### src/framer_timebase.sv
// Constants shared by the serial text framer and its millisecond timebase.
// Assumes one 20 MHz clock and a synchronous active-high reset.
`timescale 1ns/10ps
`default_nettype none

package framer_pkg;
  localparam int CLK_HZ = 20_000_000;
  localparam int TICK_MS = 1;
  localparam int CYC_PER_MS = CLK_HZ / 1000 * TICK_MS;
  localparam int UNIT_MS = 100;

  localparam logic [5:0] OFS_CTRL = 6'h00;
  localparam logic [5:0] OFS_START = 6'h04;
  localparam logic [5:0] OFS_END = 6'h08;
  localparam logic [5:0] OFS_FLOW = 6'h0c;
  localparam logic [5:0] OFS_GAP = 6'h10;
  localparam logic [5:0] OFS_PTO = 6'h14;
  localparam logic [5:0] OFS_RTO = 6'h18;
  localparam logic [5:0] OFS_FLEN = 6'h1c;
  localparam logic [5:0] OFS_STAT = 6'h20;

  localparam int CF_SLEN = 0;
  localparam int CF_ELEN = 4;
  localparam int CF_BCC = 8;
  localparam int CF_SEVEN = 10;
  localparam int CF_ASCII = 11;
  localparam int CF_FLOW = 12;
  localparam int CF_BAUD = 16;
  localparam int CF_VAR = 20;
  localparam logic [31:0] CTRL_MASK = 32'h0017_7f77;

  localparam logic [31:0] CTRL_RST = 32'h0000_0010;
  localparam logic [31:0] START_RST = 32'h0000_0002;
  localparam logic [31:0] END_RST = 32'h0000_0003;
  localparam logic [31:0] FLOW_RST = 32'h0000_0000;
  localparam logic [14:0] GAP_RST = 15'h0000;
  localparam logic [14:0] PTO_RST = 15'h7fff;
  localparam logic [14:0] RTO_RST = 15'h7fff;
  localparam logic [9:0] FLEN_RST = 10'h200;

  localparam logic [1:0] BCC_EVEN = 2'h1;
  localparam logic [1:0] BCC_ODD = 2'h2;
  localparam logic [7:0] EVEN_MASK = 8'h00;
  localparam logic [7:0] ODD7_MASK = 8'h7f;
  localparam logic [7:0] ODD8_MASK = 8'hff;
  localparam logic [14:0] MIN_GAP_SLOW = 15'h0040;
  localparam logic [2:0] BAUD_FASTEST = 3'h6;

  localparam int FL_RXC = 0;
  localparam int FL_BCC = 1;
  localparam int FL_PTO = 2;
  localparam int FL_RTO = 3;

  typedef enum logic [2:0] {
    TX_IDLE = 3'b000,
    TX_START = 3'b001,
    TX_TEXT = 3'b010,
    TX_END = 3'b011,
    TX_BCC = 3'b100,
    TX_GAP = 3'b101
  } tx_state_type;

  typedef enum logic [1:0] {
    RX_HUNT = 2'b00,
    RX_BODY = 2'b01,
    RX_CHECK = 2'b10
  } rx_state_type;
endpackage

////////////////////////////////////////////////////////////////////////////////

module framer_timebase #(
  parameter int CYCLES_PER_MS = framer_pkg::CYC_PER_MS,
  parameter int MS_PER_UNIT = framer_pkg::UNIT_MS
) (
  input wire logic clk,
  input wire logic srst,
  output logic ms_tick,
  output logic unit_tick
);
  import framer_pkg::*;

  typedef struct packed {
    logic [15:0] cyc;
    logic [6:0] ms;
    logic ms_tick;
    logic unit_tick;
  } tb_state_type;

  tb_state_type st, n;

  if (CYCLES_PER_MS < 1 || CYCLES_PER_MS > 65536 || MS_PER_UNIT < 1 || MS_PER_UNIT > 128) begin
    $error("framer_timebase: divider out of range");
  end

  always_comb begin
    n = st;
    n.ms_tick = 1'b0;
    n.unit_tick = 1'b0;
    if (st.cyc == 16'(CYCLES_PER_MS - 1)) begin
      n.cyc = 16'h0000;
      n.ms_tick = 1'b1;
      if (st.ms == 7'(MS_PER_UNIT - 1)) begin
        n.ms = 7'h00;
        n.unit_tick = 1'b1;
      end else begin
        n.ms = st.ms + 7'h01;
      end
    end else begin
      n.cyc = st.cyc + 16'h0001;
    end
  end

  always_ff @(posedge clk) begin
    if (srst) begin
      st <= '0;
    end else begin
      st <= n;
    end
  end

  assign ms_tick = st.ms_tick;
  assign unit_tick = st.unit_tick;
endmodule

`default_nettype wire

### src/serial_text_framer.sv
// Serial text framer: adds and strips delimiters, block check and pacing
// around a byte stream. Assumes a byte-wide UART on the same clock on the
// line side and a register master that never needs wait states.
//
// Notes on behaviour
// [RQ1] Start delimiter: none or one to four bytes
// [RQ2] Start delimiter received restarts frame, discards earlier
// [RQ3] Transmit start delimiter right before text
// [RQ4] End delimiter: none or 1-4 bytes, default 03
// [RQ5] End delimiter received closes the current frame
// [RQ6] Transmit end delimiter right after text
// [RQ7] Delimiters are raw, never ASCII converted
// [RQ8] Check byte follows end delimiter, else text
// [RQ9] Check off, even or odd; generate and verify
// [RQ10] Even check: XOR of covered bytes
// [RQ11] Odd check: XOR inverted by 7F or FF
// [RQ12] No end delimiter: fixed length locates check
// [RQ13] ASCII mode: check over binary text, delimiter
// [RQ14] Programmable millisecond gap between transmissions
// [RQ15] Minimum gap follows line rate
// [RQ16] Flow control off or 1-2 pause/resume bytes
// [RQ17] Paused: hold transmit, ignore all but resume
// [RQ18] Pause and resume matched as raw bytes
// [RQ19] Pause timeout in 100 ms units raises error
// [RQ20] Pause and receive timeouts run independently
// [RQ21] Remote station uses the same framing settings
// [RQ22] Variable length: idle timeout completes the frame
// [RQ23] Order: start, text, end, check byte
//
// The placing of the registers and the plain strobed port were left to the implementer.
`timescale 1ns/10ps
`default_nettype none

module serial_text_framer #(
  parameter int CYCLES_PER_MS = framer_pkg::CYC_PER_MS,
  parameter int MS_PER_UNIT = framer_pkg::UNIT_MS
) (
  input wire logic clk,
  input wire logic srst,
  input wire logic [5:0] addr,
  input wire logic [31:0] wr_data,
  input wire logic wr_en,
  input wire logic rd_en,
  output logic [31:0] rd_data,
  input wire logic host_valid,
  input wire logic [7:0] host_byte,
  input wire logic host_last,
  output logic host_ready,
  output logic line_tx_valid,
  output logic [7:0] line_tx_byte,
  input wire logic line_tx_ready,
  input wire logic line_rx_valid,
  input wire logic [7:0] line_rx_byte,
  output logic rx_text_valid,
  output logic [7:0] rx_text_byte,
  output logic rx_abort,
  output logic rx_done,
  output logic tx_paused
);
  import framer_pkg::*;

  typedef struct packed {
    logic [31:0] ctrl;
    logic [31:0] start_codes;
    logic [31:0] end_codes;
    logic [31:0] flow_codes;
    logic [14:0] gap_set;
    logic [14:0] pto_set;
    logic [14:0] rto_set;
    logic [9:0] flen;
    logic [3:0] flags;
    logic [31:0] rd_data;
    tx_state_type ts;
    logic [1:0] idx;
    logic hold_valid;
    logic [7:0] hold_byte;
    logic hold_last;
    logic lo_next;
    logic [7:0] tx_bcc;
    logic [14:0] gap_cnt;
    logic tx_valid;
    logic [7:0] tx_byte;
    logic host_ready;
    logic paused;
    logic [14:0] pause_cnt;
    rx_state_type rs;
    logic [23:0] hist;
    logic [23:0] pipe;
    logic [1:0] occ;
    logic nib_hi;
    logic [3:0] nib;
    logic [7:0] rx_acc;
    logic [9:0] len_cnt;
    logic rx_busy;
    logic [14:0] rx_cnt;
    logic out_valid;
    logic [7:0] out_byte;
    logic abort;
    logic done;
  } state_type;

  state_type st, n;
  logic ms_tick, unit_tick;
  logic [2:0] slen, elen, flow_mode, baud;
  logic [1:0] bcc_mode, lag;
  logic bcc_on, ascii, var_mode;
  logic [7:0] mask, endx;
  logic [31:0] recent, rcodes;
  logic [2:0] plen, rlen;
  logic start_hit, end_hit, pause_hit, resume_hit;

  ////////////////////////////////////////////////////////////////////////////

  function automatic logic seq_match(input logic [31:0] rec, input logic [31:0] codes,
                                     input logic [2:0] len);
    logic ok;
    logic [31:0] sh;
    ok = (len != 3'h0);
    sh = 32'h0000_0000;
    for (int i = 0; i < 4; i++) begin
      if (i < int'(len)) begin
        sh = codes >> (8 * (int'(len) - 1 - i));
        if (rec[8*i +: 8] != sh[7:0]) begin
          ok = 1'b0;
        end
      end
    end
    return ok;
  endfunction

  function automatic logic [7:0] xor_codes(input logic [31:0] codes, input logic [2:0] len);
    logic [7:0] x;
    x = 8'h00;
    for (int i = 0; i < 4; i++) begin
      if (i < int'(len)) begin
        x = x ^ codes[8*i +: 8];
      end
    end
    return x;
  endfunction

  function automatic logic [2:0] lim4(input logic [2:0] v);
    return (v > 3'h4) ? 3'h4 : v;
  endfunction

  function automatic logic [7:0] hexc(input logic [3:0] v);
    return (v < 4'ha) ? (8'h30 + {4'h0, v}) : (8'h37 + {4'h0, v});
  endfunction

  function automatic logic [3:0] hexv(input logic [7:0] c);
    logic [7:0] t;
    t = (c <= 8'h39) ? (c - 8'h30) : ((c & 8'hdf) - 8'h37);
    return t[3:0];
  endfunction

  // A nonzero set gap below the line-rate floor is raised to the floor; zero stays zero
  function automatic logic [14:0] eff_gap(input logic [14:0] g, input logic [2:0] b);
    logic [14:0] floor_ms;
    floor_ms = MIN_GAP_SLOW >> ((b > BAUD_FASTEST) ? BAUD_FASTEST : b);
    return (g == 15'h0000) ? 15'h0000 : ((g < floor_ms) ? floor_ms : g);
  endfunction

  function automatic state_type frame_reset(input state_type s, input logic [2:0] sl);
    s.rx_acc = 8'h00;
    s.len_cnt = 10'h000;
    s.occ = 2'h0;
    s.nib_hi = 1'b0;
    s.rx_busy = 1'b0;
    s.rx_cnt = 15'h0000;
    s.rs = (sl != 3'h0) ? RX_HUNT : RX_BODY;
    return s;
  endfunction

  ////////////////////////////////////////////////////////////////////////////

  framer_timebase #(
    .CYCLES_PER_MS(CYCLES_PER_MS),
    .MS_PER_UNIT(MS_PER_UNIT)
  ) u_timebase (
    .clk(clk),
    .srst(srst),
    .ms_tick(ms_tick),
    .unit_tick(unit_tick)
  );

  assign slen = st.ctrl[CF_SLEN +: 3];
  assign elen = st.ctrl[CF_ELEN +: 3];
  assign bcc_mode = st.ctrl[CF_BCC +: 2];
  assign flow_mode = st.ctrl[CF_FLOW +: 3];
  assign baud = st.ctrl[CF_BAUD +: 3];
  assign ascii = st.ctrl[CF_ASCII];
  assign var_mode = st.ctrl[CF_VAR];
  assign bcc_on = (bcc_mode == BCC_EVEN) || (bcc_mode == BCC_ODD); // RQ9
  assign mask = (bcc_mode != BCC_ODD) ? EVEN_MASK
              : (st.ctrl[CF_SEVEN] ? ODD7_MASK : ODD8_MASK); // RQ10 RQ11
  assign endx = xor_codes(st.end_codes, elen); // RQ13
  assign lag = (elen == 3'h0) ? 2'h0 : 2'(elen - 3'h1);
  assign recent = {st.hist, line_rx_byte};
  // Flow table: pause bytes first, resume bytes after them
  assign plen = (flow_mode >= 3'h3) ? 3'h2 : 3'h1; // RQ16
  assign rlen = (flow_mode == 3'h2 || flow_mode == 3'h4) ? 3'h2 : 3'h1;
  assign rcodes = (plen == 3'h2) ? (st.flow_codes >> 16) : (st.flow_codes >> 8);
  assign start_hit = seq_match(recent, st.start_codes, slen); // RQ2 RQ7
  assign end_hit = seq_match(recent, st.end_codes, elen); // RQ5 RQ7
  assign pause_hit = (flow_mode != 3'h0) && seq_match(recent, st.flow_codes, plen); // RQ18
  assign resume_hit = (flow_mode != 3'h0) && seq_match(recent, rcodes, rlen); // RQ18

  always_comb begin
    logic can;
    logic emit;
    logic [7:0] e;
    logic [7:0] b;
    logic [3:0] set;
    logic [3:0] clr;
    can = (!st.tx_valid || line_tx_ready) && !st.paused;
    emit = 1'b0;
    e = 8'h00;
    b = 8'h00;
    set = 4'h0;
    clr = 4'h0;
    n = st;
    n.rd_data = 32'h0000_0000;
    n.abort = 1'b0;
    n.done = 1'b0;
    n.out_valid = 1'b0;

    // Register port; delimiter lengths above four are stored as four
    if (wr_en) begin
      case (addr)
        OFS_CTRL: begin
          n.ctrl = wr_data & CTRL_MASK;
          n.ctrl[CF_SLEN +: 3] = lim4(wr_data[CF_SLEN +: 3]); // RQ1
          n.ctrl[CF_ELEN +: 3] = lim4(wr_data[CF_ELEN +: 3]); // RQ4
          n.ctrl[CF_FLOW +: 3] = lim4(wr_data[CF_FLOW +: 3]); // RQ16
        end
        OFS_START: n.start_codes = wr_data;
        OFS_END: n.end_codes = wr_data;
        OFS_FLOW: n.flow_codes = wr_data;
        OFS_GAP: n.gap_set = wr_data[14:0];
        OFS_PTO: n.pto_set = wr_data[14:0];
        OFS_RTO: n.rto_set = wr_data[14:0];
        OFS_FLEN: n.flen = wr_data[9:0];
        OFS_STAT: clr = wr_data[3:0];
        default: ;
      endcase
    end
    if (rd_en) begin
      case (addr)
        OFS_CTRL: n.rd_data = st.ctrl;
        OFS_START: n.rd_data = st.start_codes;
        OFS_END: n.rd_data = st.end_codes;
        OFS_FLOW: n.rd_data = st.flow_codes;
        OFS_GAP: n.rd_data = {17'h00000, st.gap_set};
        OFS_PTO: n.rd_data = {17'h00000, st.pto_set};
        OFS_RTO: n.rd_data = {17'h00000, st.rto_set};
        OFS_FLEN: n.rd_data = {22'h000000, st.flen};
        OFS_STAT: n.rd_data = {26'h0000000, st.ts != TX_IDLE, st.paused, st.flags};
        default: n.rd_data = 32'h0000_0000;
      endcase
    end

    //////////////////////////////////////////////////////////////////////////
    // Transmit side
    if (st.tx_valid && line_tx_ready) begin
      n.tx_valid = 1'b0;
    end
    if (host_valid && st.host_ready) begin
      n.hold_valid = 1'b1;
      n.hold_byte = host_byte;
      n.hold_last = host_last;
    end
    case (st.ts)
      TX_IDLE: begin
        n.idx = 2'h0;
        n.tx_bcc = 8'h00;
        n.lo_next = 1'b0;
        if (st.hold_valid) begin
          n.ts = (slen != 3'h0) ? TX_START : TX_TEXT; // RQ3 RQ23
        end
      end
      TX_START: if (can) begin
        emit = 1'b1;
        e = st.start_codes[8*st.idx +: 8]; // RQ7
        n.idx = st.idx + 2'h1;
        if ({1'b0, st.idx} == slen - 3'h1) begin
          n.ts = TX_TEXT; // RQ3
          n.idx = 2'h0;
        end
      end
      TX_TEXT: if (can && st.hold_valid) begin
        emit = 1'b1;
        if (ascii && !st.lo_next) begin
          e = hexc(st.hold_byte[7:4]);
          n.lo_next = 1'b1;
        end else begin
          e = ascii ? hexc(st.hold_byte[3:0]) : st.hold_byte;
          n.tx_bcc = st.tx_bcc ^ st.hold_byte; // RQ13
          n.hold_valid = 1'b0;
          n.lo_next = 1'b0;
          if (st.hold_last) begin
            if (elen != 3'h0) begin
              n.ts = TX_END; // RQ6 RQ23
            end else if (bcc_on) begin
              n.ts = TX_BCC; // RQ8
            end else begin
              n.ts = TX_GAP;
              n.gap_cnt = eff_gap(st.gap_set, baud);
            end
          end
        end
      end
      TX_END: if (can) begin
        emit = 1'b1;
        e = st.end_codes[8*st.idx +: 8]; // RQ7
        n.tx_bcc = st.tx_bcc ^ e;
        n.idx = st.idx + 2'h1;
        if ({1'b0, st.idx} == elen - 3'h1) begin
          n.idx = 2'h0;
          n.ts = bcc_on ? TX_BCC : TX_GAP; // RQ8 RQ23
          n.gap_cnt = eff_gap(st.gap_set, baud); // RQ15
        end
      end
      TX_BCC: if (can) begin
        emit = 1'b1;
        e = st.tx_bcc ^ mask; // RQ10 RQ11
        n.ts = TX_GAP;
        n.gap_cnt = eff_gap(st.gap_set, baud); // RQ15
      end
      TX_GAP: begin
        if (st.gap_cnt == 15'h0000) begin
          n.ts = TX_IDLE;
        end else if (ms_tick) begin
          n.gap_cnt = st.gap_cnt - 15'h0001; // RQ14
        end
      end
      default: n.ts = TX_IDLE;
    endcase
    if (emit) begin
      n.tx_valid = 1'b1;
      n.tx_byte = e;
    end
    n.host_ready = !n.hold_valid;

    // Pause watchdog counts unit ticks of the free-running timebase from the pause byte onward
    if (st.paused && st.pto_set != 15'h0000 && unit_tick && st.pause_cnt != st.pto_set) begin
      n.pause_cnt = st.pause_cnt + 15'h0001;
      if (st.pause_cnt + 15'h0001 == st.pto_set) begin
        set[FL_PTO] = 1'b1; // RQ19
      end
    end

    //////////////////////////////////////////////////////////////////////////
    // Receive side; its timer ignores the pause state entirely
    if (st.rx_busy && st.rto_set != 15'h0000 && unit_tick) begin
      n.rx_cnt = st.rx_cnt + 15'h0001; // RQ20
      if (n.rx_cnt >= st.rto_set) begin
        if (var_mode) begin
          n.done = 1'b1; // RQ22
        end else begin
          set[FL_RTO] = 1'b1;
          n.abort = 1'b1;
        end
        n = frame_reset(n, slen);
      end
    end
    if (line_rx_valid) begin
      n.hist = recent[23:0];
      if (flow_mode != 3'h0 && st.paused) begin
        if (resume_hit) begin
          n.paused = 1'b0; // RQ17
        end
      end else if (pause_hit) begin
        n.paused = 1'b1; // RQ17
        n.pause_cnt = 15'h0000;
      end else if (start_hit) begin
        n = frame_reset(n, slen); // RQ2
        n.rs = RX_BODY;
        n.abort = 1'b1;
        n.rx_busy = 1'b1;
      end else begin
        case ((st.rs == RX_HUNT && slen == 3'h0) ? RX_BODY : st.rs)
          RX_HUNT: ;
          RX_BODY: begin
            n.rx_busy = 1'b1;
            if (var_mode) begin
              n.rx_cnt = 15'h0000;
            end
            if (end_hit) begin
              // Held-back bytes are all end delimiter and are dropped
              n.occ = 2'h0;
              if (bcc_on) begin
                n.rs = RX_CHECK; // RQ5 RQ8
              end else begin
                n.done = 1'b1; // RQ5
                n = frame_reset(n, slen);
              end
            end else begin
              n.pipe = {st.pipe[15:0], line_rx_byte};
              if (st.occ == lag) begin
                b = (lag == 2'h0) ? line_rx_byte : st.pipe[8*(lag - 2'h1) +: 8];
                if (ascii && !st.nib_hi) begin
                  n.nib = hexv(b);
                  n.nib_hi = 1'b1;
                end else begin
                  b = ascii ? {st.nib, hexv(b)} : b;
                  n.nib_hi = 1'b0;
                  n.out_valid = 1'b1;
                  n.out_byte = b;
                  n.rx_acc = st.rx_acc ^ b; // RQ13
                  n.len_cnt = st.len_cnt + 10'h001;
                  if (elen == 3'h0 && !var_mode && n.len_cnt == st.flen) begin
                    if (bcc_on) begin
                      n.rs = RX_CHECK; // RQ12
                    end else begin
                      n.done = 1'b1;
                      n = frame_reset(n, slen);
                    end
                  end
                end
              end else begin
                n.occ = st.occ + 2'h1;
              end
            end
          end
          RX_CHECK: begin
            if (line_rx_byte != (st.rx_acc ^ endx ^ mask)) begin
              set[FL_BCC] = 1'b1; // RQ9
            end
            n.done = 1'b1;
            n = frame_reset(n, slen);
          end
          default: n = frame_reset(n, slen);
        endcase
      end
    end
    if (n.done) begin
      set[FL_RXC] = 1'b1;
    end
    n.flags = (st.flags & ~clr) | set;
  end

  always_ff @(posedge clk) begin
    if (srst) begin
      st <= '0;
      st.ctrl <= CTRL_RST;
      st.start_codes <= START_RST;
      st.end_codes <= END_RST;
      st.flow_codes <= FLOW_RST;
      st.gap_set <= GAP_RST;
      st.pto_set <= PTO_RST;
      st.rto_set <= RTO_RST;
      st.flen <= FLEN_RST;
    end else begin
      st <= n;
    end
  end

  assign rd_data = st.rd_data;
  assign host_ready = st.host_ready;
  assign line_tx_valid = st.tx_valid;
  assign line_tx_byte = st.tx_byte;
  assign rx_text_valid = st.out_valid;
  assign rx_text_byte = st.out_byte;
  assign rx_abort = st.abort;
  assign rx_done = st.done;
  assign tx_paused = st.paused;

  ////////////////////////////////////////////////////////////////////////////

  tx_pause_hold_a: assert property ( // RQ17
    @(posedge clk) disable iff (srst)
    (st.paused && (!st.tx_valid || line_tx_ready)) |=> !st.tx_valid)
    else $error("byte sent while paused");

  tx_start_first_a: assert property ( // RQ3
    @(posedge clk) disable iff (srst)
    (st.ts == TX_IDLE && slen != 3'h0) |=> (st.ts == TX_IDLE || st.ts == TX_START))
    else $error("frame began without start delimiter");

  tx_end_follow_a: assert property ( // RQ6
    @(posedge clk) disable iff (srst)
    (st.ts == TX_TEXT && elen != 3'h0) |=> (st.ts == TX_TEXT || st.ts == TX_END))
    else $error("text not followed by end delimiter");

  tx_check_value_a: assert property ( // RQ10
    @(posedge clk) disable iff (srst)
    (st.ts == TX_BCC && !st.paused && (!st.tx_valid || line_tx_ready))
    |=> st.tx_valid && st.tx_byte == ($past(st.tx_bcc) ^ $past(mask)) && st.ts == TX_GAP)
    else $error("wrong check byte sent");

  tx_gap_hold_a: assert property ( // RQ14
    @(posedge clk) disable iff (srst)
    (st.ts == TX_GAP && st.gap_cnt != 15'h0000) |=> st.ts == TX_GAP)
    else $error("send gap cut short");

  rx_start_abort_a: assert property ( // RQ2
    @(posedge clk) disable iff (srst)
    (line_rx_valid && start_hit && !st.paused && !pause_hit) |=> rx_abort && st.rs == RX_BODY
    && st.len_cnt == 10'h000)
    else $error("start delimiter did not restart frame");

  rx_end_close_a: assert property ( // RQ5
    @(posedge clk) disable iff (srst)
    (line_rx_valid && st.rs == RX_BODY && end_hit && !start_hit && !st.paused && !pause_hit)
    |=> (bcc_on ? st.rs == RX_CHECK : rx_done) && !rx_text_valid)
    else $error("end delimiter did not close frame");

  rx_check_flag_a: assert property ( // RQ9
    @(posedge clk) disable iff (srst)
    (line_rx_valid && st.rs == RX_CHECK && !st.paused && !pause_hit && !start_hit
    && line_rx_byte != (st.rx_acc ^ endx ^ mask)) |=> st.flags[FL_BCC] && rx_done)
    else $error("bad check byte not flagged");

  pause_timeout_a: assert property ( // RQ19
    @(posedge clk) disable iff (srst)
    (st.paused && unit_tick && st.pto_set != 15'h0000 && st.pause_cnt + 15'h0001 == st.pto_set)
    |=> st.flags[FL_PTO])
    else $error("pause timeout not raised");
endmodule

`default_nettype wire

### config.mk
export PLATFORM = sky130hd
export DESIGN_NAME = serial_text_framer
export DESIGN_NICKNAME = d
export VERILOG_FILES = /design/src/framer_timebase.sv /design/src/serial_text_framer.sv
export SDC_FILE = /design/constraint.sdc
export NUM_CORES = 1
export LEC_CHECK = 0
export ABC_CLOCK_PERIOD_IN_PS = 5200
export BUFFER_PORTS_ARGS = -buffer_cell sky130_fd_sc_hd__buf_2
export CAP_MARGIN = 20
export CORE_ASPECT_RATIO = 0.75
export CORE_MARGIN = 2
export CORE_UTILIZATION = 55
export CTS_CLUSTER_SIZE = 20
export DETAILED_ROUTE_END_ITERATION = 7
export PLACE_DENSITY = 0.72
export SYNTH_ARGS = -nofsm -noshare
export SYNTH_HDL_FRONTEND = slang
export SYNTH_SLANG_ARGS = --single-unit
### constraint.sdc
create_clock -name clk -period 5.2 [get_ports clk]
set_clock_uncertainty 0.2 [all_clocks]
set_input_delay 1.04 -clock clk [delete_from_list [all_inputs] [get_ports clk]]
set_output_delay 1.04 -clock clk [all_outputs]
set_load 0.03 [all_outputs]
* Word-level counts from Yosys, hierarchy flattened
Index checks and enable logic that the tools add are counted.
Storage, ports and cells: register bits after elaboration 411, input port bits 62, output and inout port bits 54, word-level logic and storage cells 396
Cells by class: add/subtract/negate cells 33, order comparisons 26, equal/unequal tests 46, shift-type cells 20, multiplexer cells 171, bitwise operators 13, reductions and logical operators 46
Operators with widths (number):
- 2-to-1 mux 386 bit | 11
- one-hot mux 386 bit (3 select lines) | 1
- 2-to-1 mux 268 bit | 2
- 2-to-1 mux 102 bit | 4
- right shift 32 x 32 -> 8 bit | 12
- 2-to-1 mux 336 bit | 1
- 2-to-1 mux 334 bit | 1
- one-hot mux 32 bit (9 select lines) | 1
- 2-to-1 mux 15 bit | 19
- 2-to-1 mux 183 bit | 1
- 2-to-1 mux 32 bit | 5
- inequality test 8 bit | 17
- right shift 24 x 32 -> 8 bit | 4
- 2-to-1 mux 117 bit | 1
- 2-to-1 mux 8 bit | 14
- 2-to-1 mux 50 bit | 2
- 2-to-1 mux 24 bit | 3
- XOR 8 bit | 9
- 2-to-1 mux 23 bit | 3
- indexed part select 32 x 6 -> 8 bit | 2
- one-hot mux 15 bit (4 select lines) | 1
- 2-to-1 mux 1 bit | 57
- 2-to-1 mux 52 bit | 1
- 2-to-1 mux 45 bit | 1
- 73 further kinds | 182

* Logic depth before layout (Yosys ltp)
depth after elaboration 37, mapped depth 24, gate-level depth less buffers 18

* Cells and area by module
A second synthesis with hierarchy kept.
Unflattened totals: cells, all modules 3165, area, all modules 25493.2 sq um
Modules (own cells, without submodules):
- serial_text_framer | instances 1, cells each 3037, area an instance 24330.8 sq um, seq. area each 7427.1 sq um
- framer_timebase | instances 1, cells each 128, area an instance 1162.4 sq um, seq. area each 500.5 sq um

* Worst setup path before layout
Ideal clock, no wire load.
path kind register -> register, start point register st (netlist bit elen[0]), end point register st[39] (netlist name), setup time 0.074 ns, data arrival time 5.267 ns, data required time 4.926 ns, setup slack -0.341 ns, stages on the path, launching flop included 25, path buffers 7, clock period less this slack 5.541 ns, cell sequence dfxtp_1 -> buf_4 -> buf_6 -> inv_1 -> buf_6 -> ha_1 -> buf_6 -> buf_4 -> nor2_1 -> inv_1 -> ha_1 -> clkbuf_1 -> clkbuf_1 -> nor2_1 -> a221o_1 -> o21ai_1 -> inv_1 -> ha_1 -> o21a_1 -> o31ai_2 -> nand3_1 -> xnor2_1 -> or4b_2 -> o311a_1 -> o21ai_0
Between the ends: cells in the longest elaborated chain, start to end 27, elaborated cells between the ends (all ways) 59, classes of those cells 8 x add/sub; 5 x order compare; 5 x eq/ne; 5 x shift; 30 x mux; 1 x bitwise; 5 x reduce/logical
RTL lines:
- from (decl) | line serial_text_framer.sv:102 | state_type st, n;
- from (signal assigned) | line serial_text_framer.sv:454 | st <= n;
- subtractor 3 x 1 -> 3 bit / zero test 3 bit (equally long branches)
- 2-to-1 mux 2 bit | line serial_text_framer.sv:197 | assign lag = (elen == 3'h0) ? 2'h0 : 2'(elen - 3'h1);
- subtractor 2 x 1 -> 3 bit | line serial_text_framer.sv:400 | b = (lag == 2'h0) ? line_rx_byte : st.pipe[8*(lag - 2'h1) +: 8];
- indexed part select 24 x 33 -> 8 bit | line serial_text_framer.sv:400
- 2-to-1 mux 8 bit | line serial_text_framer.sv:400
- <= comparator 8 x 6 -> 1 bit (tied with other cells) | line serial_text_framer.sv:152 | t = (c <= 8'h39) ? (c - 8'h30) : ((c & 8'hdf) - 8'h37);
- 2-to-1 mux 4 bit | line serial_text_framer.sv:152
- 2-to-1 mux 8 bit | line serial_text_framer.sv:405 | b = ascii ? {st.nib, hexv(b)} : b;
- (+11 left out)
- 2-to-1 mux 45 bit | line serial_text_framer.sv:401 | if (ascii && !st.nib_hi) begin
- 2-to-1 mux 50 bit | line serial_text_framer.sv:399 | if (st.occ == lag) begin
- 2-to-1 mux 386 bit * | line serial_text_framer.sv:388 | if (end_hit) begin
- one-hot mux 386 bit (3 select lines) * | line serial_text_framer.sv:381 | case ((st.rs == RX_HUNT && slen == 3'h0) ? RX_BODY : st.rs)
- 2-to-1 mux 386 bit * | line serial_text_framer.sv:375 | end else if (start_hit) begin
- 2-to-1 mux 102 bit * | line serial_text_framer.sv:372 | end else if (pause_hit) begin
- 2-to-1 mux 117 bit * | line serial_text_framer.sv:368 | if (flow_mode != 3'h0 && st.paused) begin
- 2-to-1 mux 386 bit * | line serial_text_framer.sv:366 | if (line_rx_valid) begin
Every way passes the cells marked *; elsewhere a longest branch is shown, timed or not. The select of a mux whose other input is x is not followed. A chain may end at the register's enable or synchronous reset.

* Final worst setup path
start point register st (netlist bit slen[1]), end point register st[70] (netlist name)
Between the ends: cells in the longest elaborated chain, start to end 15, elaborated cells between the ends (all ways) 36, classes of those cells 4 x add/sub; 4 x order compare; 6 x eq/ne; 4 x shift; 14 x mux; 4 x reduce/logical
RTL lines (line):
- parallel branches: the longest is 11 deep, another holds subtractor 4 x 2 -> 5 bit
- 2-to-1 mux 386 bit * | serial_text_framer.sv:375
- 2-to-1 mux 102 bit * | serial_text_framer.sv:372
- 2-to-1 mux 117 bit * | serial_text_framer.sv:368
- 2-to-1 mux 386 bit * | serial_text_framer.sv:366
Every way passes the cells marked *.

==> impl_metrics.csv <==
group,metric,value,unit
global_routing,met1_usage,0.506,
timing,slew_violations,0,
floorplan,fp.dieW,251,um
synthesis,yosysUniqueCellTypes,100,
synthesis,synth-edff-count,0,
setup_path,worstSetupPathType,"flip-flop to flip-flop",
place,pre_cts_ws,169,ps
setup_path,start_kind,"flip-flop",
timing,fmax,204,MHz
global_routing,grt-busiest-layer,"met2",
cells_and_area,fin_util,0.603,
floorplan,core_area,0.0448,mm2
setup_path,crit-reg2reg-launch,"slen[1]$_SDFFE_PP0P_",
routing,drc,0,
synthesis,ys_ff_latch,396,
setup_path,crit_path_max_fanout,24,
routing,num_vias,24200,
place,io_buffers,115,
clock_network,ctsHoldBuffers,0,
timing,fin_crit,4900,ps
routing,wl,88500,um
setup_path,end_kind,"flip-flop",
synthesis,async_flop_share,0,
place,hpwlAfterDp,63400,um
cells_and_area,area_growth,7.98,%
power,leakage,9.80,nW
clock_network,root_buffer,"clkbuf_16",
timing,hold_viol_final,0,
cells_and_area,layout.nets,3139,
timing,setup_tns,0,ps
setup_path,cp.required,5420,ps
clock_network,path_clk_slew,60,ps
clock_network,clock-sinks,396,
floorplan,rows,67,
cells_and_area,num_antenna_cells,0,
global_routing,grt_usage,0.363,
place,place.gp.congestion,1.07,
cells_and_area,finalNonFillerCells,3647,
synthesis,synth_cells,3083,
synthesis,syn-cell-area,0.0251,mm2
global_routing,grt_use_met3,0.0870,
routing,drt_pass1_iterations,6,
clock_network,cts_max_level,2,
cells_and_area,drive_above_1_share,0.128,
power,powerDensity,273,mW/mm2
cells_and_area,final_cell_mix,"514 x nand2_1, 394 x dfxtp_1, 270 x nor2_1",
power,ir_worst_vdd,271,uV
cells_and_area,regArea,0.00793,mm2
setup_path,rr_endpoint,"st[70]$_SDFFE_PP0N_",
hold_path,hold_end,"line_tx_byte[6]$_SDFFE_PP0P_",
clock_network,cts_buffers,42,
global_routing,met2_usage,0.539,
setup_path,reg2reg_slack,300,ps
place,dp_cells,3568,
timing,setup_violations,0,
hold_path,worstHoldPathCells,2,
synthesis,synth_seq_area_share,0.316,
global_routing,grt_antenna_before_repair,1,
job,cap_violations,0,
hold_path,worstHoldStart,"line_tx_byte[6]$_SDFFE_PP0P_",
timing,timing.final.ws_setup,302,ps
cells_and_area,fillCellCount,3899,
clock_network,clk_latency,600,ps
timing,rsz0062_at_grt,"false",
floorplan,ios,116,
cells_and_area,multi_input_area,0.0155,mm2
global_routing,grt_pass1_wl,134000,um
global_routing,grt_pass1_vias,22300,
clock_network,cts.path.max_buffers,3,
hold_path,min_path_type,"flip-flop to flip-flop",
floorplan,die-area,0.0473,mm2
timing,relSlewSlack,0.239,
routing,drtAntennaViolNets,0,
setup_path,arrival,5120,ps
timing,tightest_slew,1130,ps
global_routing,grt_max_degree,95,
global_routing,gr-total-overflow,0,
clock_network,cts_tree,"yes",
floorplan,die_y,189,um
synthesis,syn_avg_cell_area,8.13,um2
cells_and_area,design_area,0.0271,mm2
floorplan,start_util,0.559,
setup_path,reg2reg_depth,17,
timing,period_share,0.942,
routing,wl_per_cell,24.3,um
routing,via_per_inst,6.65,
synthesis,synth_nets,3193,
place,post_dp_cell_area,0.0255,mm2
outcome,status,"finished, final reports clean",
cells_and_area,layout_commonest_cell,"nand2_1",
synthesis,synth_flop_cell,"dfxtp_1",
synthesis,synth.yosys.warnings,0,
routing,drtIter0Drc,2986,
[per-layer routing]
metal | vias to the layer above | part of all wire
li1 | 10800 | -
met1 | 11500 | 0.40
met2 | 1658 | 0.42
met3 | 327 | 0.13
met4 | 0 | 0.048
met5 | - | 0
[flip-flops by register name (all words and copies together) (netlist names)]
| register | count |
|---|---|
| rx_text_byte | 8 |
| u_timebase.unit_tick | 1 |
| flow_mode | 3 |
| u_timebase.ms_tick | 1 |
| tx_paused | 1 |
| recent | 24 |
| bcc_mode | 2 |
| rx_abort | 1 |
| rd_data | 32 |
| rx_text_valid | 1 |
| line_tx_byte | 8 |
| host_ready | 1 |
| slen | 3 |
| line_tx_valid | 1 |
| baud | 3 |
| ascii | 1 |
| elen | 3 |
| u_timebase.st | 23 |
| rx_done | 1 |
| st | 278 |
[where the power goes]
group          total [mW]  internal [mW]  switching (mW)
registers            3.21           3.10           0.114
logic               0.880          0.318           0.562
clock network        3.30           1.92            1.39
[logic make-up (layout without fill, tap and decap cells)]
family,after synthesis,count (layout),share of synthesized area
adder cells (fa/ha/maj),48,48,0.0240
flip-flops,396,396,0.316
XOR/XNOR,237,237,0.0834
multiplexers,203,203,0.121
buffers and inverters,350,328,0.0652
AND/OR/NAND/NOR,1156,1156,0.212
AO/OA/AOI/OAI,693,693,0.179
[worst max-delay path, cell delays in order (launching register included)]
cell and delay, ps:
dfxtp_1 510, inv_1 180, ha_1 270, xor2_1 430, inv_2 180, ha_1 320, inv_1 40, a2111o_1 410
nor4_1 360, nor4_1 100, o211ai_1 120, a221o_1 250, a21oi_4 50, buf_12 170, nor3_4 570, buf_12 290
mux2i_1 210, nor2_1 60
[layout make-up]
class                      count  share of cell area
timing repair buffer         173              0.0391
sequential                   396               0.293
clock buffer                  51              0.0427
inverter                      79              0.0110
clock inverter                25              0.0131
multi-input combinational   2337               0.574
tap                          586              0.0271
[stage by stage]
stage               power (mW)  hold WS, ps
floorplan                 3.87          230
global placement          4.11          241
detailed placement        4.13          253
CTS                       7.39          265
global route              7.61          287
finish                    7.39          259
[synthesized netlist by cell type (65+ instances only)]
cell,instances,area (um2)
o21ai_0,111,556
nand2_1,514,1930
mux2i_1,97,971
clkbuf_1,160,601
mux4_2,76,1710
a22oi_1,80,601
nand3_1,67,335
a21oi_1,234,1170
nor2_1,270,1010
xnor2_1,153,1340
dfxtp_1,396,7930
inv_1,75,282
xor2_1,83,727
buf_4,65,488
[worst max path at each step]
stage | from | endpoint | slack, ps | cells past startpoint
floorplan | elen[0]$_SDFFE_PP1P_ | st[39]$_SDFF_PP0_ | 10 | 24
global placement | slen[1]$_SDFFE_PP0P_ | st[33]$_SDFF_PP0_ | 480 | 14
detailed placement | slen[1]$_SDFFE_PP0P_ | st[33]$_SDFF_PP0_ | 170 | 14
CTS | slen[1]$_SDFFE_PP0P_ | st[33]$_SDFF_PP0_ | 160 | 14
global route | elen[1]$_SDFFE_PP0P_ | st[58]$_SDFFE_PP0N_ | 30 | 15
finish | slen[1]$_SDFFE_PP0P_ | st[70]$_SDFFE_PP0N_ | 300 | 17
[repair_timing]
action                     CTS  global route
resized for setup            0             1
setup endpoints to repair    0            23
setup buffers                0             3
No activity file was read; power rests on OpenSTA's default activity.
